[src/csw_pkg.sv]
// package: constants for the clock synthesizer configuration write port
package csw_pkg;
  // ---------------------------------------------------------------
  // transfer layout
  // ---------------------------------------------------------------
  localparam int          CSW_BYTE_BITS   = 8;
  localparam int          CSW_DATA_BYTES  = 7;
  localparam logic [7:0]  CSW_SLAVE_ADDR  = 8'hd2;
  localparam logic [3:0]  CSW_POS_ADDR    = 4'h0;
  localparam logic [3:0]  CSW_POS_DATA0   = 4'h3;
  localparam logic [3:0]  CSW_POS_LAST    = 4'h9;
  // ---------------------------------------------------------------
  // data byte 0 field positions
  // ---------------------------------------------------------------
  localparam int          CSW_B0_SEL_LSB  = 4;
  localparam int          CSW_B0_SRC_BIT  = 3;
  localparam logic [1:0]  CSW_FN_NORMAL   = 2'h0;
  localparam logic [1:0]  CSW_FN_SPREAD   = 2'h2;
  localparam logic [1:0]  CSW_FN_TRISTATE = 2'h3;
  // ---------------------------------------------------------------
  // reset values of data bytes 0..6
  // ---------------------------------------------------------------
  localparam logic [7:0]  CSW_RST_B0      = 8'h00;
  localparam logic [7:0]  CSW_RST_B1      = 8'h0f;
  localparam logic [7:0]  CSW_RST_B2      = 8'h5f;
  localparam logic [7:0]  CSW_RST_B3      = 8'hff;
  localparam logic [7:0]  CSW_RST_B4      = 8'hff;
  localparam logic [7:0]  CSW_RST_B5      = 8'hff;
  localparam logic [7:0]  CSW_RST_B6      = 8'hff;
  // ---------------------------------------------------------------
  // frequency stepping: one code step per ramp period
  // ---------------------------------------------------------------
  localparam int          CSW_RAMP_NS     = 1000;
  localparam int          CSW_CLK_NS      = 10;
  localparam int          CSW_RAMP_CYC    = CSW_RAMP_NS / CSW_CLK_NS;
  localparam logic [9:0]  CSW_RAMP_LAST   = 10'(CSW_RAMP_CYC - 1);
  typedef enum logic [3:0] {
    CSW_IDLE = 4'h1,
    CSW_RECV = 4'h2,
    CSW_ACK  = 4'h4,
    CSW_SKIP = 4'h8
  } csw_state_e;
endpackage

[src/csw_config_port.sv]
// module: two-wire write-only configuration receiver with output control
`timescale 1ns/1ps
module csw_config_port #(
  parameter int N_OUT = 48
) (
  // clock and reset
  input  wire logic             core_clk_in,
  input  wire logic             resetn_in,
  // serial link
  input  wire logic             serial_clock_pin_in,
  input  wire logic             serial_data_pin_in,
  output logic                  serial_data_pin_out,
  output logic                  serial_data_pin_oe_out,
  // strap and clock gating
  input  wire logic [2:0]       freq_strap_pins_in,
  input  wire logic [N_OUT-1:0] clk_raw_in,
  // controlled outputs
  output logic [N_OUT-1:0]      clk_pin_out,
  output logic [N_OUT-1:0]      clk_pin_oe_out,
  output logic [2:0]            freq_code_out,
  output logic                  spread_on_out,
  output logic [55:0]           config_out
);
  import csw_pkg::*;

  // ---------------------------------------------------------------
  // pin synchronisers and edge detect
  // ---------------------------------------------------------------
  // idle-high reset values stop a false edge right after reset
  logic [1:0] scl_sync_q, sda_sync_q;
  logic       scl_prev_q, sda_prev_q;
  always_ff @(posedge core_clk_in) begin
    if (!resetn_in) begin
      scl_sync_q <= 2'h3;
      sda_sync_q <= 2'h3;
      scl_prev_q <= 1'b1;
      sda_prev_q <= 1'b1;
    end else begin
      scl_sync_q <= {scl_sync_q[0], serial_clock_pin_in};
      sda_sync_q <= {sda_sync_q[0], serial_data_pin_in};
      scl_prev_q <= scl_sync_q[1];
      sda_prev_q <= sda_sync_q[1];
    end
  end
  wire scl      = scl_sync_q[1];
  wire sda      = sda_sync_q[1];
  wire scl_rise = scl & ~scl_prev_q;
  wire scl_fall = ~scl & scl_prev_q;
  wire start_c  = scl & scl_prev_q & sda_prev_q & ~sda;
  wire stop_c   = scl & scl_prev_q & ~sda_prev_q & sda;

  // ---------------------------------------------------------------
  // byte receiver
  // ---------------------------------------------------------------
  csw_state_e state_q, state_d;
  logic [7:0]  shift_q, shift_d;
  logic [2:0]  bit_q, bit_d;
  logic [3:0]  pos_q, pos_d;
  logic        ack_q, ack_d;
  logic [55:0] cfg_q, cfg_d;

  wire [7:0] byte_in   = {shift_q[6:0], sda};
  wire       byte_done = scl_rise & (bit_q == 3'h7);
  wire       addr_ok   = (byte_in == CSW_SLAVE_ADDR);
  wire       is_addr   = (pos_q == CSW_POS_ADDR);
  wire       is_data   = (pos_q >= CSW_POS_DATA0);
  wire [2:0] data_idx  = 3'(pos_q - CSW_POS_DATA0);

  always_comb begin
    state_d = state_q;
    shift_d = shift_q;
    bit_d   = bit_q;
    pos_d   = pos_q;
    ack_d   = ack_q;
    cfg_d   = cfg_q;
    case (state_q)
      CSW_IDLE: begin
        ack_d = 1'b0;
      end
      CSW_RECV: begin
        if (scl_rise) begin
          shift_d = byte_in;
          bit_d   = 3'(bit_q + 3'h1);
        end
        if (byte_done) begin
          if (is_addr && !addr_ok) begin
            state_d = CSW_SKIP;
          end else begin
            state_d = CSW_ACK;
            if (is_data) begin
              cfg_d[8*data_idx +: 8] = byte_in;
            end
          end
        end
      end
      CSW_ACK: begin
        // first fall pulls data low, the next one lets it go
        if (scl_fall) begin
          ack_d = ~ack_q;
          if (ack_q) begin
            state_d = (pos_q == CSW_POS_LAST) ? CSW_SKIP : CSW_RECV;
            pos_d   = 4'(pos_q + 4'h1);
          end
        end
      end
      CSW_SKIP: begin
        ack_d = 1'b0;
      end
      default: begin
        state_d = CSW_IDLE;
      end
    endcase
    // start or stop anywhere aborts the frame; bytes already stored
    // stay, so a cut frame leaves a partial update behind
    if (start_c) begin
      state_d = CSW_RECV;
      bit_d   = 3'h0;
      pos_d   = CSW_POS_ADDR;
      ack_d   = 1'b0;
    end else if (stop_c) begin
      state_d = CSW_IDLE;
      ack_d   = 1'b0;
    end
  end

  always_ff @(posedge core_clk_in) begin
    if (!resetn_in) begin
      state_q <= CSW_IDLE;
      shift_q <= 8'h00;
      bit_q   <= 3'h0;
      pos_q   <= 4'h0;
      ack_q   <= 1'b0;
      cfg_q   <= {CSW_RST_B6, CSW_RST_B5, CSW_RST_B4, CSW_RST_B3,
                  CSW_RST_B2, CSW_RST_B1, CSW_RST_B0};
    end else begin
      state_q <= state_d;
      shift_q <= shift_d;
      bit_q   <= bit_d;
      pos_q   <= pos_d;
      ack_q   <= ack_d;
      cfg_q   <= cfg_d;
    end
  end

  // open-drain data: only ever pulls low for ack, never returns data
  assign serial_data_pin_out    = 1'b0;
  assign serial_data_pin_oe_out = ack_q;

  // ---------------------------------------------------------------
  // frequency selection with gradual stepping
  // ---------------------------------------------------------------
  logic [2:0] strap_q;
  logic [2:0] strap_s_q;
  always_ff @(posedge core_clk_in) begin
    if (!resetn_in) begin
      strap_s_q <= 3'h0;
      strap_q   <= 3'h0;
    end else begin
      strap_s_q <= freq_strap_pins_in;
      strap_q   <= strap_s_q;
    end
  end

  wire       use_reg   = cfg_q[CSW_B0_SRC_BIT];
  wire [2:0] reg_sel   = cfg_q[CSW_B0_SEL_LSB +: 3];
  wire [2:0] target    = use_reg ? reg_sel : strap_q;
  wire [1:0] func_sel  = cfg_q[1:0];

  // shared decode of the output function field
  function automatic logic fn_is(input logic [1:0] fld,
                                 input logic [1:0] code);
    return fld == code;
  endfunction

  logic [2:0] freq_q;
  logic [9:0] ramp_q;
  wire        ramp_tick = (ramp_q == CSW_RAMP_LAST);
  always_ff @(posedge core_clk_in) begin
    if (!resetn_in) begin
      freq_q <= 3'h0;
      ramp_q <= 10'h000;
    end else begin
      ramp_q <= ramp_tick ? 10'h000 : 10'(ramp_q + 10'h001);
      if (ramp_tick && freq_q != target) begin
        // one code step per period avoids an abrupt jump
        freq_q <= (freq_q < target) ? 3'(freq_q + 3'h1)
                                    : 3'(freq_q - 3'h1);
      end
    end
  end

  // ---------------------------------------------------------------
  // status outputs
  // ---------------------------------------------------------------
  assign freq_code_out = freq_q;
  assign spread_on_out = fn_is(func_sel, CSW_FN_SPREAD);
  assign config_out    = cfg_q;

  // ---------------------------------------------------------------
  // output gating
  // ---------------------------------------------------------------
  wire             tri_all = fn_is(func_sel, CSW_FN_TRISTATE);
  // bytes 1..6 map in order onto the outputs; reserved bits are
  // written as zero by the master, so they simply read as disabled
  wire [N_OUT-1:0] en_bits = cfg_q[CSW_BYTE_BITS +: N_OUT];
  assign clk_pin_out    = clk_raw_in & en_bits;
  assign clk_pin_oe_out = {N_OUT{~tri_all}};
endmodule

[config.mk]
export PLATFORM = sky130hd
export DESIGN_NAME = csw_config_port
export DESIGN_NICKNAME = d
export VERILOG_FILES = /design/src/csw_pkg.sv /design/src/csw_config_port.sv
export SDC_FILE = /design/constraint.sdc
export NUM_CORES = 1
export LEC_CHECK = 0
export ABC_CLOCK_PERIOD_IN_PS = 3500
export BUFFER_PORTS_ARGS = -buffer_cell sky130_fd_sc_hd__buf_4
export CORE_AREA = 2 2 105 107
export DETAILED_ROUTE_END_ITERATION = 6
export DIE_AREA = 0 0 107 109
export GPL_TIMING_DRIVEN = 0
export MAX_ROUTING_LAYER = met4
export PLACE_DENSITY = 0.91
export REMOVE_ABC_BUFFERS = 1
export SLEW_MARGIN = 10
export SYNTH_ARGS = -nofsm -noshare
export SYNTH_HDL_FRONTEND = slang
export SYNTH_SLANG_ARGS = --single-unit
[constraint.sdc]
create_clock -name core_clk_in -period 3.5 [get_ports core_clk_in]
set_input_delay 0 -clock core_clk_in [delete_from_list [all_inputs] [get_ports core_clk_in]]
set_output_delay 0 -clock core_clk_in [all_outputs]
set_load 0.01 [all_outputs]
Yosys cells after proc, flatten, opt, wreduce, memory -nomap -nowiden
Index checks and enable logic that the tools add are counted.
{"block": "totals", "register_bits": 100, "input_bits": 55, "out_inout_bits": 158, "wordCells": 90}
{"block": "op_classes", "n_addsub": 7, "n_lt_le_gt_ge": 2, "n_eq_ne": 18, "shift": 2, "muxes": 13, "bitwise": 18, "reduce_logical": 15}
{"op": "56-bit bitwise mux", "count": 1}
{"op": "8-bit by 34-bit variable shift with 56-bit output (first input constant)", "count": 1}
{"op": "8-bit by 34-bit indexed part select with 56-bit output", "count": 1}
{"op": "48-bit bitwise AND", "count": 1}
{"op": "6-bit negator with 34-bit output", "count": 1}
{"op": "4-bit 2-to-1 mux", "count": 5}
{"op": "4-bit inequality test (second input constant)", "count": 3}
{"op": "4-bit case mux with 3 select lines", "count": 1}
{"op": "4-bit AND reduction", "count": 3}
{"op": "10-bit by 1-bit adder with 10-bit output (second input constant)", "count": 1}
{"op": "10-bit by 7-bit equality test with 1-bit output (second input constant)", "count": 1}
{"op": "1-bit NOT", "count": 9}
{"op": "1-bit bitwise AND", "count": 8}
{"op": "4-bit equality test (second input constant)", "count": 2}
{"op": "8-bit equality test (second input constant)", "count": 1}
{"op": "3-bit by 1-bit adder with 3-bit output (second input constant)", "count": 2}
{"op": "3-bit 2-to-1 mux", "count": 2}
{"op": "2-bit inequality test (second input constant)", "count": 3}
{"op": "2-bit OR reduction", "count": 3}
{"op": "4-bit by 1-bit adder with 4-bit output (second input constant)", "count": 1}
{"op": "2-bit equality test (second input constant)", "count": 2}
{"op": "4-bit by 1-bit equality test with 1-bit output (second input constant)", "count": 1}
{"op": "4-bit by 2-bit equality test with 1-bit output (second input constant)", "count": 1}
{"op": "4-bit by 3-bit equality test with 1-bit output (second input constant)", "count": 1}
{"op": "17 further kinds", "count": 20}

Logic depth before layout (Yosys ltp)
Gate-level depths: netlist of the first run.
{"block": "logic_depth", "ltp_word": 8, "ltp_mapped": 10, "mapped_depth_nobuf": 9}

Worst setup path after synthesis of the first run
No wires, ideal clock.
{"block": "synth_timing", "path_kind": "reg-to-reg", "startpoint": "reg cfg_q[3] (netlist: config_out[3])", "endpoint": "reg freq_q[2] (netlist: freq_code_out[2])", "setup_ps": 70, "arrival_time_ps": 2473, "required_ps": 3430, "setup_slack_ps": 956, "path_stages_with_launch": 10, "n_path_buf": 0, "synth_period_minus_slack_ps": 2544, "cell_sequence": "dfxtp_1 mux2i_1 ha_1 nor2b_1 o21a_1 or2_2 fa_1 o21a_1 or4_1 a21oi_1"}
{"block": "synth_between", "elab_chain_len": 3, "elab_cells_between_ends": 5, "classes_between": "order compare: 1; eq/ne: 1; mux: 2; reduce/logical: 1"}
{"element": "start: declaration", "line": "csw_config_port.sv:60", "source": "logic [55:0] cfg_q, cfg_d;"}
{"element": "start signal: assignment", "line": "csw_config_port.sv:133", "source": "cfg_q <= {CSW_RST_B6, CSW_RST_B5, CSW_RST_B4, CSW_RST_B3,"}
{"element": "start signal: assignment", "line": "csw_config_port.sv:141", "source": "cfg_q <= cfg_d;"}
{"element": "3-bit 2-to-1 mux *", "line": "csw_config_port.sv:166", "source": "wire [2:0] target = use_reg ? reg_sel : strap_q;"}
{"element": "3-bit less-than comparator / 3-bit inequality test (equally long branches)", "line": "csw_config_port.sv:186, csw_config_port.sv:184"}
{"element": "3-bit 2-to-1 mux / 1-bit logical AND (equally long branches)", "line": "csw_config_port.sv:186, csw_config_port.sv:184"}
{"element": "end signal: assignment", "line": "csw_config_port.sv:186", "source": "freq_q <= (freq_q < target) ? 3'(freq_q + 3'h1)"}
{"element": "end: declaration", "line": "csw_config_port.sv:175", "source": "logic [2:0] freq_q;"}
Every way passes the cells marked *; elsewhere a longest branch is shown, timed or not.
A chain may end at the register's enable or synchronous reset.

Worst setup path in the final report of the first run
{"block": "layout_timing", "startpoint": "reg pos_q[0]", "endpoint": "reg cfg_q[13] (netlist: config_out[13])"}
{"block": "layout_between", "elab_chain_len": 4, "elab_cells_between_ends": 10, "classes_between": "add/sub: 2; order compare: 1; shift: 2; mux: 1; bitwise: 1; reduce/logical: 3"}
{"element": "start: declaration", "line": "csw_config_port.sv:58", "source": "logic [3:0] pos_q, pos_d;"}
{"element": "start signal: assignment", "line": "csw_config_port.sv:139", "source": "pos_q <= pos_d;"}
{"element": "3-bit by 2-bit subtractor with 3-bit output / 4-bit zero test (equally long branches)", "line": "csw_config_port.sv:67, csw_config_port.sv:65"}
{"element": "6-bit negator with 34-bit output / 1-bit logical AND (equally long branches)", "line": "csw_config_port.sv:91, csw_config_port.sv:86"}
{"element": "8-bit by 34-bit indexed part select with 56-bit output (tied with other cells)", "line": "csw_config_port.sv:91", "source": "cfg_d[8*data_idx +: 8] = byte_in;"}
{"element": "56-bit bitwise mux / 4-bit AND reduction (equally long branches)"}
Several ways; a longest one is shown, not always the timed one.

==> results of run 1 <==
sequential cells by signal, indices dropped and copies added, names as in the netlist:
| signal | count |
|---|---|
| bit_q | 3 |
| config_out | 56 |
| freq_code_out | 3 |
| pos_q | 4 |
| ramp_q | 10 |
| scl_prev_q | 1 |
| scl_sync_q | 2 |
| sda_prev_q | 1 |
| sda_sync_q | 2 |
| serial_data_pin_oe_out | 1 |
| shift_q | 7 |
| state_q | 4 |
| strap_q | 3 |
| strap_s_q | 3 |
logic make-up (layout without fill, tap and decap cells):
group                      after synthesis  count (layout)
other                                    1               1
AOI/OAI and AO/OA                       61              61
muxes                                   31              31
adders and majority gates               14              14
buffers and inverters                   88             243
xor gates and xnor gates                15              15
and+or+nand+nor                        247             247
DFF                                    100             100
synthesized netlist by cell type, types with 4 or more instances:
cell type	count	area share [%]
buf_2	4	0.41
buf_4	51	7.8
or2_2	6	0.76
nand4_1	11	1.4
o21ai_0	10	1.0
o211ai_1	13	2.0
nand3_1	20	2.0
nand2b_1	6	0.76
mux2i_1	30	6.1
nor2b_1	12	1.5
dfxtp_1	100	41
ha_1	13	3.3
nand2_1	67	5.1
clkbuf_1	21	1.6
nand3b_1	5	0.76
nor2_1	32	2.4
a221o_1	8	1.6
xnor2_1	5	0.89
and2_1	55	7.0
inv_1	10	0.76
and3_1	7	0.89
nor3_1	6	0.61
xor2_1	10	1.8
a21oi_1	18	1.8
cell type report:
cell class	instances	area share, %
Tap cell	140	2.714
Inverter	11	0.6398
Timing Repair Buffer	216	25.32
Clock buffer	10	1.978
Clock inverter	6	0.9888
Multi-Input combinational cell	369	37.34
Sequential cell	100	31.02
layer usage:
layer | wire (um) | global-route usage, % | share of wire, % | vias up
met5 | 0 | - | 0 | -
met2 | 6282 | 37.85 | 49 | 218
met3 | 1032 | 3.288 | 8.1 | 30
met4 | 335 | 9.740 | 2.6 | 0
met1 | 5095 | 24.89 | 40 | 2029
li1 | - | - | - | 2135
worst max-delay path: cells and delay by family (launching register included):
family	cells	cell delay, ps
fa+ha+maj	3	1280
simple gates	2	990
flops	1	420
compound gates	1	130
buf+inv	1	60
power by group:
group / switching, mW / internal (mW)
clock network: 0.395 / 0.331
logic: 0.108 / 0.137
registers: 0.0228 / 1.16
how the worst min path moves through the flow:
stage                                  start  slack (ps)                           to  cells past startpoint
after CTS                          resetn_in          70  config_out[33]$_SDFFE_PN1P_                      2
after global placement    serial_data_pin_in         190     sda_sync_q[0]$_SDFF_PN1_                      2
final                              resetn_in          80  config_out[33]$_SDFFE_PN1P_                      2
after floorplan                    resetn_in          60  config_out[32]$_SDFFE_PN1P_                      1
after global routing               resetn_in          90  config_out[32]$_SDFFE_PN1P_                      2
after detailed placement  serial_data_pin_in         190     sda_sync_q[0]$_SDFF_PN1_                      2
metrics by stage:
step                cell area [sq um]  utilization [%]
detailed placement               6210            58.57
global route                     6454            60.87
global placement                 6210            58.57
CTS                              6451            60.84
floorplan                        4451                -
finish                           6454            60.87
==> summary.txt, run 1 <==
Timing
  – Final hold violations: 0
  – Final setup margin: 536.9 ps
  – Fin crit share: 84.66%
  – # setup viols final: 0
  – Max Slew Vio Count: 0
  – Final critical-path required period: 2963 ps
  – Worst Tran Pin Value: about 1200 ps
  – Slew margin rel.: 19.56%
  – Layout Skew: 9.083 ps
  – Min Hold Slack: 81.39 ps
  – Fmax: 0.3375 GHz
  – RSZ-0062 raised after global routing: false
  – Setup_tns: 0 ps

Synthesis
  – Post-Synth Simple-Gate Area: between 20% and 30%
  – Ys flop type: dfxtp_1
  – Mux cell area share after synthesis: 6.312%
  – Mean Syn Cell Area: 8.862 sq um
  – #FFs+latches synth: 100
  – Xor/xnor cell area share of the yosys netlist: 2.662%
  – Post-synthesis sequential area ratio: 40.56%
  – Synth async-reset ratio: 0%
  – Syn. warnings: 0
  – Main combinational cell family by area after synthesis: simple AND/OR/NAND/NOR gates
  – Synth Area in Adders: 3.701%
  – EDFF count, synth: 0
  – Post-synthesis instance total: about 560
  – Synth Cell Area: between 4000 and 5000 sq um
  – Post-synth cell types: 52
  – Synth Area in Compound Gates: ~8.5%

Floorplanning
  – I/O pins: about 210
  – Initial Util: 46.55%
  – Die Span Y: between 100 and 150 um
  – Core area: 10600 sq um
  – FP Rows: 38
  – Die area: 11660 sq um
  – Die width: 107 um

Critical path
  – Most frequent CP cell: ha_1
  – Critical setup path kind: reg -> reg
  – Critical path endpoint category: register
  – Crit path launch: pos_q[0]$_SDFFE_PP0P_
  – Crit path largest cell delay: about 640 ps
  – Cell chain of the critical path: ha_1 -> ha_1 -> inv_1 -> ha_1 -> nand4_1 -> or2_2 -> a21oi_1
  – CP Max Fanout: 18
  – RR Endpoint: config_out[13]$_SDFFE_PN0P_
  – Crit path DAT: 3240 ps
  – Worst path slowest cell: ha_1
  – R2r startpoint: pos_q[0]$_SDFFE_PP0P_
  – Crit path launch type: register
  – Required time worst endpoint: 3770 ps
  – R2R setup slack: 540 ps
  – Critical Path Sink: config_out[13]$_SDFFE_PN0P_
  – Worst r2r path cells: 7

Clocking
  – Clock tree sinks: 100
  – Post-CTS Setup Bufs: 0
  – Clk_lat worst skew: 360 ps
  – Inserted Clock Buffers: 9
  – CTS Hold Bufs: 5
  – Worst-path clk slew: 100 ps
  – TritonCTS clock tree: yes
  – H-tree depth: 3
  – Clock Tree Buf Depth: 2
  – Post-cts sizing count: 0
  – Root Buffer Master: clkbuf_8

Global route
  – Total global-route track usage: 21.75%
  – Congestion Overflow GR: 0
  – First-pass GRT wire length: ~19000 um
  – Vias in the first global route: 3954
  – Initial antenna violation count: 0
  – Largest net degree at the start of global routing: 64

Status
  – Status: completed

Pwr
  – Pleak: 3.016 nW
  – VDD IR max: 0.0002341 V
  – Total Power: 2.152 mW
  – Power Density: around 330 nW/um^2

Routing
  – Via density: 5.178
  – Remaining antenna violation count: 0
  – Initial drt markers: 186
  – Drt pass-1 iters: 4
  – Wire length per cell: 14.96 um
  – Post-route DRC: 0
  – Final WL: 12750 um
  – Via count: about 4400

Cells and area
  – Synth-to-layout area growth: 30.75%
  – Fraction of layout cells with a size suffix above 1: 33.99%
  – Multi-input gate area: 2410 sq um
  – Nets: 776
  – Most frequent cells in the layout: buf_4 (211), dfxtp_1 (100), nand2_1 (66)
  – Register area: 2002 sq um
  – Commonest non-fill, non-tap cell in the layout: buf_4
  – Layout Cells excl Fill: 852
  – Fillers: 900
  – Diodes inserted: 0

Place
  – Port bufs: 211
  – Placement Setup Slack: 539.5 ps
  – HPWL Detailed: between 9000 and 10000 um
  – RePlAce Congestion: 0.8643
  – Inst Count DP: 831

Run
  – Max-Cap Viols: 0

Min path
  – Worst hold path class: in -> reg
Power figures use the tool's default switching activity.
==> inputs of run 2 (changes only) <==
- ABC_CLOCK_PERIOD_IN_PS: 3500 -> 2800
- clock period: 3.5 -> 2.8 ns (I/O delays scaled with it)
==> summary.txt, run 2 (synthesis gave the netlist of run 1 again) <==
Timing
  – Slew margin rel.: 44.68%
  – Max Slew Vio Count: 0
  – Worst Tran Pin Value: 824.7 ps
  – # setup viols final: 0
  – Layout Skew: 9.270 ps
  – Final critical-path required period: 2681 ps
  – Final setup margin: 119.1 ps
  – Final hold violations: 0
  – RSZ-0062 raised after global routing: false
  – Fmax: 0.3730 GHz
  – Fin crit share: 95.75%

Critical path
  – Crit path depth: 5
  – Critical path buffer and inverter count: 0
  – Crit path largest cell delay: 560 ps
  – R2R setup slack: 120 ps
  – Critical setup path kind: reg -> reg
  – CP top delay family: simple AND/OR/NAND/NOR gates
  – RR Endpoint: config_out[28]$_SDFFE_PN1P_
  – CP Max Fanout: 9
  – Required time worst endpoint: 3110 ps
  – Critical Path Sink: config_out[28]$_SDFFE_PN1P_
  – Worst r2r path cells: 5
  – Cell chain of the critical path: or4b_4 -> o211ai_4 -> and3_1 -> and4b_1 -> a221o_1
  – Crit path launch: shift_q[4]$_SDFFE_PN0P_
  – Critical path endpoint category: register
  – R2r startpoint: shift_q[4]$_SDFFE_PN0P_
  – Worst path slowest cell: or4b_4
  – Crit path launch type: register
  – Crit path DAT: between 2000 and 3000 ps

Pwr
  – VDD IR max: 0.0002926 V
  – Pleak: 3.055 nW
  – Power Density: between 400 and 500 nW/um^2

Global route
  – Initial antenna violation count: 0
  – Congestion Overflow GR: 0
  – Largest net degree at the start of global routing: 64
  – Total global-route track usage: 21.79%
  – First-pass GRT wire length: 19430 um
  – Vias in the first global route: 3983

Routing
  – Via density: 5.121
  – Remaining antenna violation count: 0
  – Initial drt markers: 168
  – Wire length per cell: 14.86 um
  – Via count: 4404
  – Drt pass-1 iters: 4
  – Post-route DRC: 0
  – Final WL: 12780 um

Floorplanning
  – Initial Util: 46.55%
  – Die area: 11660 sq um
  – Die Span Y: between 100 and 150 um
  – Die width: 107 um
  – I/O pins: 213
  – Core area: 10600 sq um
  – FP Rows: 38

Clocking
  – Clock tree sinks: 100
  – Inserted Clock Buffers: 9
  – Root Buffer Master: clkbuf_8
  – TritonCTS clock tree: yes
  – Worst-path clk slew: about 100 ps
  – Clk_lat worst skew: 360 ps
  – H-tree depth: 3
  – Clock Tree Buf Depth: 2

Cells and area
  – Nets: 784
  – Design Area, Final: 6545 sq um
  – Fin util: approximately 60%
  – Synth-to-layout area growth: 32.60%
  – Fraction of layout cells with a size suffix above 1: 35.56%
  – Number of flip-flops in the largest register: 56
  – Most frequent cells in the layout: buf_4 (218), dfxtp_1 (98), nand2_1 (66)
  – Diodes inserted: 0
  – Commonest non-fill, non-tap cell in the layout: buf_4

Min path
  – Worst hold path class: in -> reg

Place
  – RePlAce Congestion: around 0.86
  – Dpl cell area: 6210 sq um
  – Placement Setup Slack: -160.5 ps
  – HPWL Detailed: 9409 um
  – Port bufs: 211

Status
  – Status: completed

Run
  – Max-Cap Viols: 0
## run 2: final cells by class
type                       instances  area [sq um]
clock buffer                      10         127.6
clock inverter                     6         63.81
fill                             898          4058
multi-input combinational        369          2426
tap                              140         175.2
timing repair buffer             224          1707
inverter                          11         41.29
sequential                       100          2004
## run 2: timing repair
item	4_1_cts	5_1_grt
hold buffers	5	0
buffers inserted	5	3
pin swaps	1	1
gates resized for setup	1	5
hold endpoints to repair	5	0
endpoints found under the setup margin	20	31
## run 2: where the power goes
group	total [mW]	internal [mW]	switching, mW
logic	0.307	0.172	0.135
registers	1.48	1.45	0.0305
clock network	0.912	0.414	0.498
total	2.70	2.03	0.664
## run 2: routing by layer
metal  track usage (%)  routed length [um]
met2             38.26                6328
met5                 -                   0
met1             24.81                5203
met4             9.276                 299
met3             3.347                 950
## run 2: metrics by stage
stage | setup TNS, ps | hold WS, ps | cells | power (mW)
after floorplan | -26490 | 61.94 | 480 | 1.663
after global placement | -121.4 | 185.8 | 831 | 1.799
after detailed placement | -1293 | 187.3 | 831 | 1.809
after CTS | 0 | 69.47 | 857 | 2.704
after global routing | 0 | 93.83 | 860 | 2.791
final | 0 | 80.98 | 860 | 2.696
## run 2: worst min path at each step
| stage | start | end | slack [ps] | depth (start not counted) |
|---|---|---|---|---|
| after floorplan | resetn_in | config_out[32]$_SDFFE_PN1P_ | 60 | 1 |
| after global placement | serial_data_pin_in | sda_sync_q[0]$_SDFF_PN1_ | 190 | 2 |
| after detailed placement | serial_data_pin_in | sda_sync_q[0]$_SDFF_PN1_ | 190 | 2 |
| after CTS | resetn_in | config_out[33]$_SDFFE_PN1P_ | 70 | 2 |
| after global routing | resetn_in | config_out[32]$_SDFFE_PN1P_ | 90 | 2 |
| final | resetn_in | config_out[33]$_SDFFE_PN1P_ | 80 | 2 |
==> inputs of run 3 (changes only) <==
- ABC_CLOCK_PERIOD_IN_PS: 2800 -> 2500
- clock period: 2.8 -> 2.5 ns (I/O delays scaled with it)
==> summary.txt, run 3 (synthesis gave the netlist of run 1 again) <==
Status
  – Status: complete, but fails checks
  – Failing checks: negative setup slack

Place
  – Placement Setup Slack: -460.5 ps
  – Port bufs: 211
  – Inst Count DP: 831
  – RePlAce Congestion: 0.8643
  – HPWL Detailed: 9409 um

Timing
  – Final hold violations: 0
  – Fin crit share: 100.6%
  – RSZ-0062 raised after global routing: true
  – Fmax: 0.3976 GHz
  – Layout Skew: 11.88 ps
  – Setup_tns: -14.95 ps
  – # setup viols final: 1
  – Slew margin rel.: roughly 45%
  – Final setup margin: -14.95 ps
  – Final critical-path required period: approximately 2500 ps
  – Worst Tran Pin Value: 818.3 ps
  – Max Slew Vio Count: 0

Critical path
  – Crit path largest cell delay: 400 ps
  – Crit path DAT: 2790 ps
  – Worst path slowest cell: or4_1
  – Cell chain of the critical path: mux2i_1 -> ha_1 -> nor2b_1 -> o21a_1 -> or2_4 -> fa_2 -> o21a_1 -> or4_1 -> a21oi_1
  – CP Max Fanout: 3
  – Critical setup path kind: reg -> reg
  – Required time worst endpoint: about 2800 ps
  – Crit path launch type: register
  – Most frequent CP cell: o21a_1
  – Critical path endpoint category: register

Routing
  – Via count: 4461
  – Post-route DRC: 0
  – Remaining antenna violation count: 0
  – Wire length per cell: between 10 and 15 um
  – Drt pass-1 iters: 5
  – Final WL: between 10000 and 15000 um
  – Initial drt markers: 182
  – Via density: 5.139

Cells and area
  – Fillers: 878
  – Synth-to-layout area growth: 34.55%
  – Number of flip-flops in the largest register: between 50 and 60
  – Fin util: 62.64%
  – Diodes inserted: 0
  – Commonest non-fill, non-tap cell in the layout: buf_4
  – Fraction of layout cells with a size suffix above 1: a little under two fifths
  – Most frequent cells in the layout: buf_4 (227), dfxtp_1 (97), nand2_1 (66)
  – Nets: about 790
  – Layout Cells excl Fill: 868

Pwr
  – VDD IR max: about 0.00032 V
  – Pleak: 3.095 nW
  – Total Power: 3.020 mW
  – Power Density: ~450 nW/um^2

Run
  – Max-Cap Viols: 0

Clocking
  – Clock tree sinks: 100
  – TritonCTS clock tree: yes
  – H-tree depth: 3
  – Inserted Clock Buffers: 9
  – Clk_lat worst skew: 360 ps
  – Clock Tree Buf Depth: 2
  – Root Buffer Master: clkbuf_8
  – Worst-path clk slew: 100 ps

Floorplanning
  – Die width: 107 um
  – Die Span Y: approximately 110 um
  – Die area: 11660 sq um
  – FP Rows: 38
  – Initial Util: ~47%
  – I/O pins: between 200 and 250
  – Core area: 10600 sq um

Min path
  – Worst hold path class: in -> reg

Global route
  – Largest net degree at the start of global routing: 64
  – First-pass GRT wire length: 19620 um
  – Congestion Overflow GR: 0
  – Initial antenna violation count: 0
  – Total global-route track usage: about 22%
  – Vias in the first global route: 4034
==> run 3: where the power goes <==
group	switching [mW]	total [mW]	internal [mW]
Combinational	0.154	0.350	0.196
Sequential	0.0344	1.65	1.62
Clock	0.552	1.02	0.464
Total	0.740	3.02	2.28
==> run 3: area by class of cell <==
class                      instances  area [sq um]  share of cell area [%]
sequential                       100          2008                   30.24
tap                              140         175.2                   2.638
timing repair buffer             232          1754                   26.41
clock buffer                      10         127.6                   1.922
clock inverter                     6         63.81                  0.9608
multi-input combinational        369          2471                   37.21
inverter                          11         41.29                  0.6217
==> run 3: critical path: cells and delay by family (launching register included) <==
family | cells | cell delay, ps
and+or+nand+nor | 3 | 770
adders and majority gates | 2 | 610
DFF | 1 | 380
AOI/OAI and AO/OA | 3 | 490
muxes | 1 | 180
==> run 3: final timing paths <==
kind                                            startpoint                       endpoint  slack [ps]  cells after the start
worst max-delay path            config_out[3]$_SDFFE_PN0P_  freq_code_out[2]$_SDFFE_PN0P_         -10                      9
worst min-delay path                             resetn_in    config_out[33]$_SDFFE_PN1P_          80                      2
worst max register to register  config_out[3]$_SDFFE_PN0P_  freq_code_out[2]$_SDFFE_PN0P_         -10                      9
worst min register to register    sda_sync_q[0]$_SDFF_PN1_       sda_sync_q[1]$_SDFF_PN1_         420                      1
==> run 3: metal layers <==
metal | vias up | part of all wire (%) | track usage [%]
met5 | - | 0 | -
met4 | 0 | 2.1 | 9.555
met3 | 25 | 8.4 | 3.407
met2 | 212 | 51 | 38.85
met1 | 2062 | 39 | 24.93
li1 | 2162 | - | -
==> run 3: through the flow <==
stage	cell area (sq um)	hold WS (ps)
global route	6641	93.19
detailed placement	6210	187.3
CTS	6550	69.46
global placement	6210	185.8
floorplan	4451	61.94
finish	6641	84.32
==> run 3: timing repair <==
item,in CTS,in global routing
hold endpoints to repair,5,0
resized for setup,13,4
buffers inserted,7,9
endpoints found under the setup margin,61,31
cloned,0,0
pin swaps,3,6
hold buffers,5,0
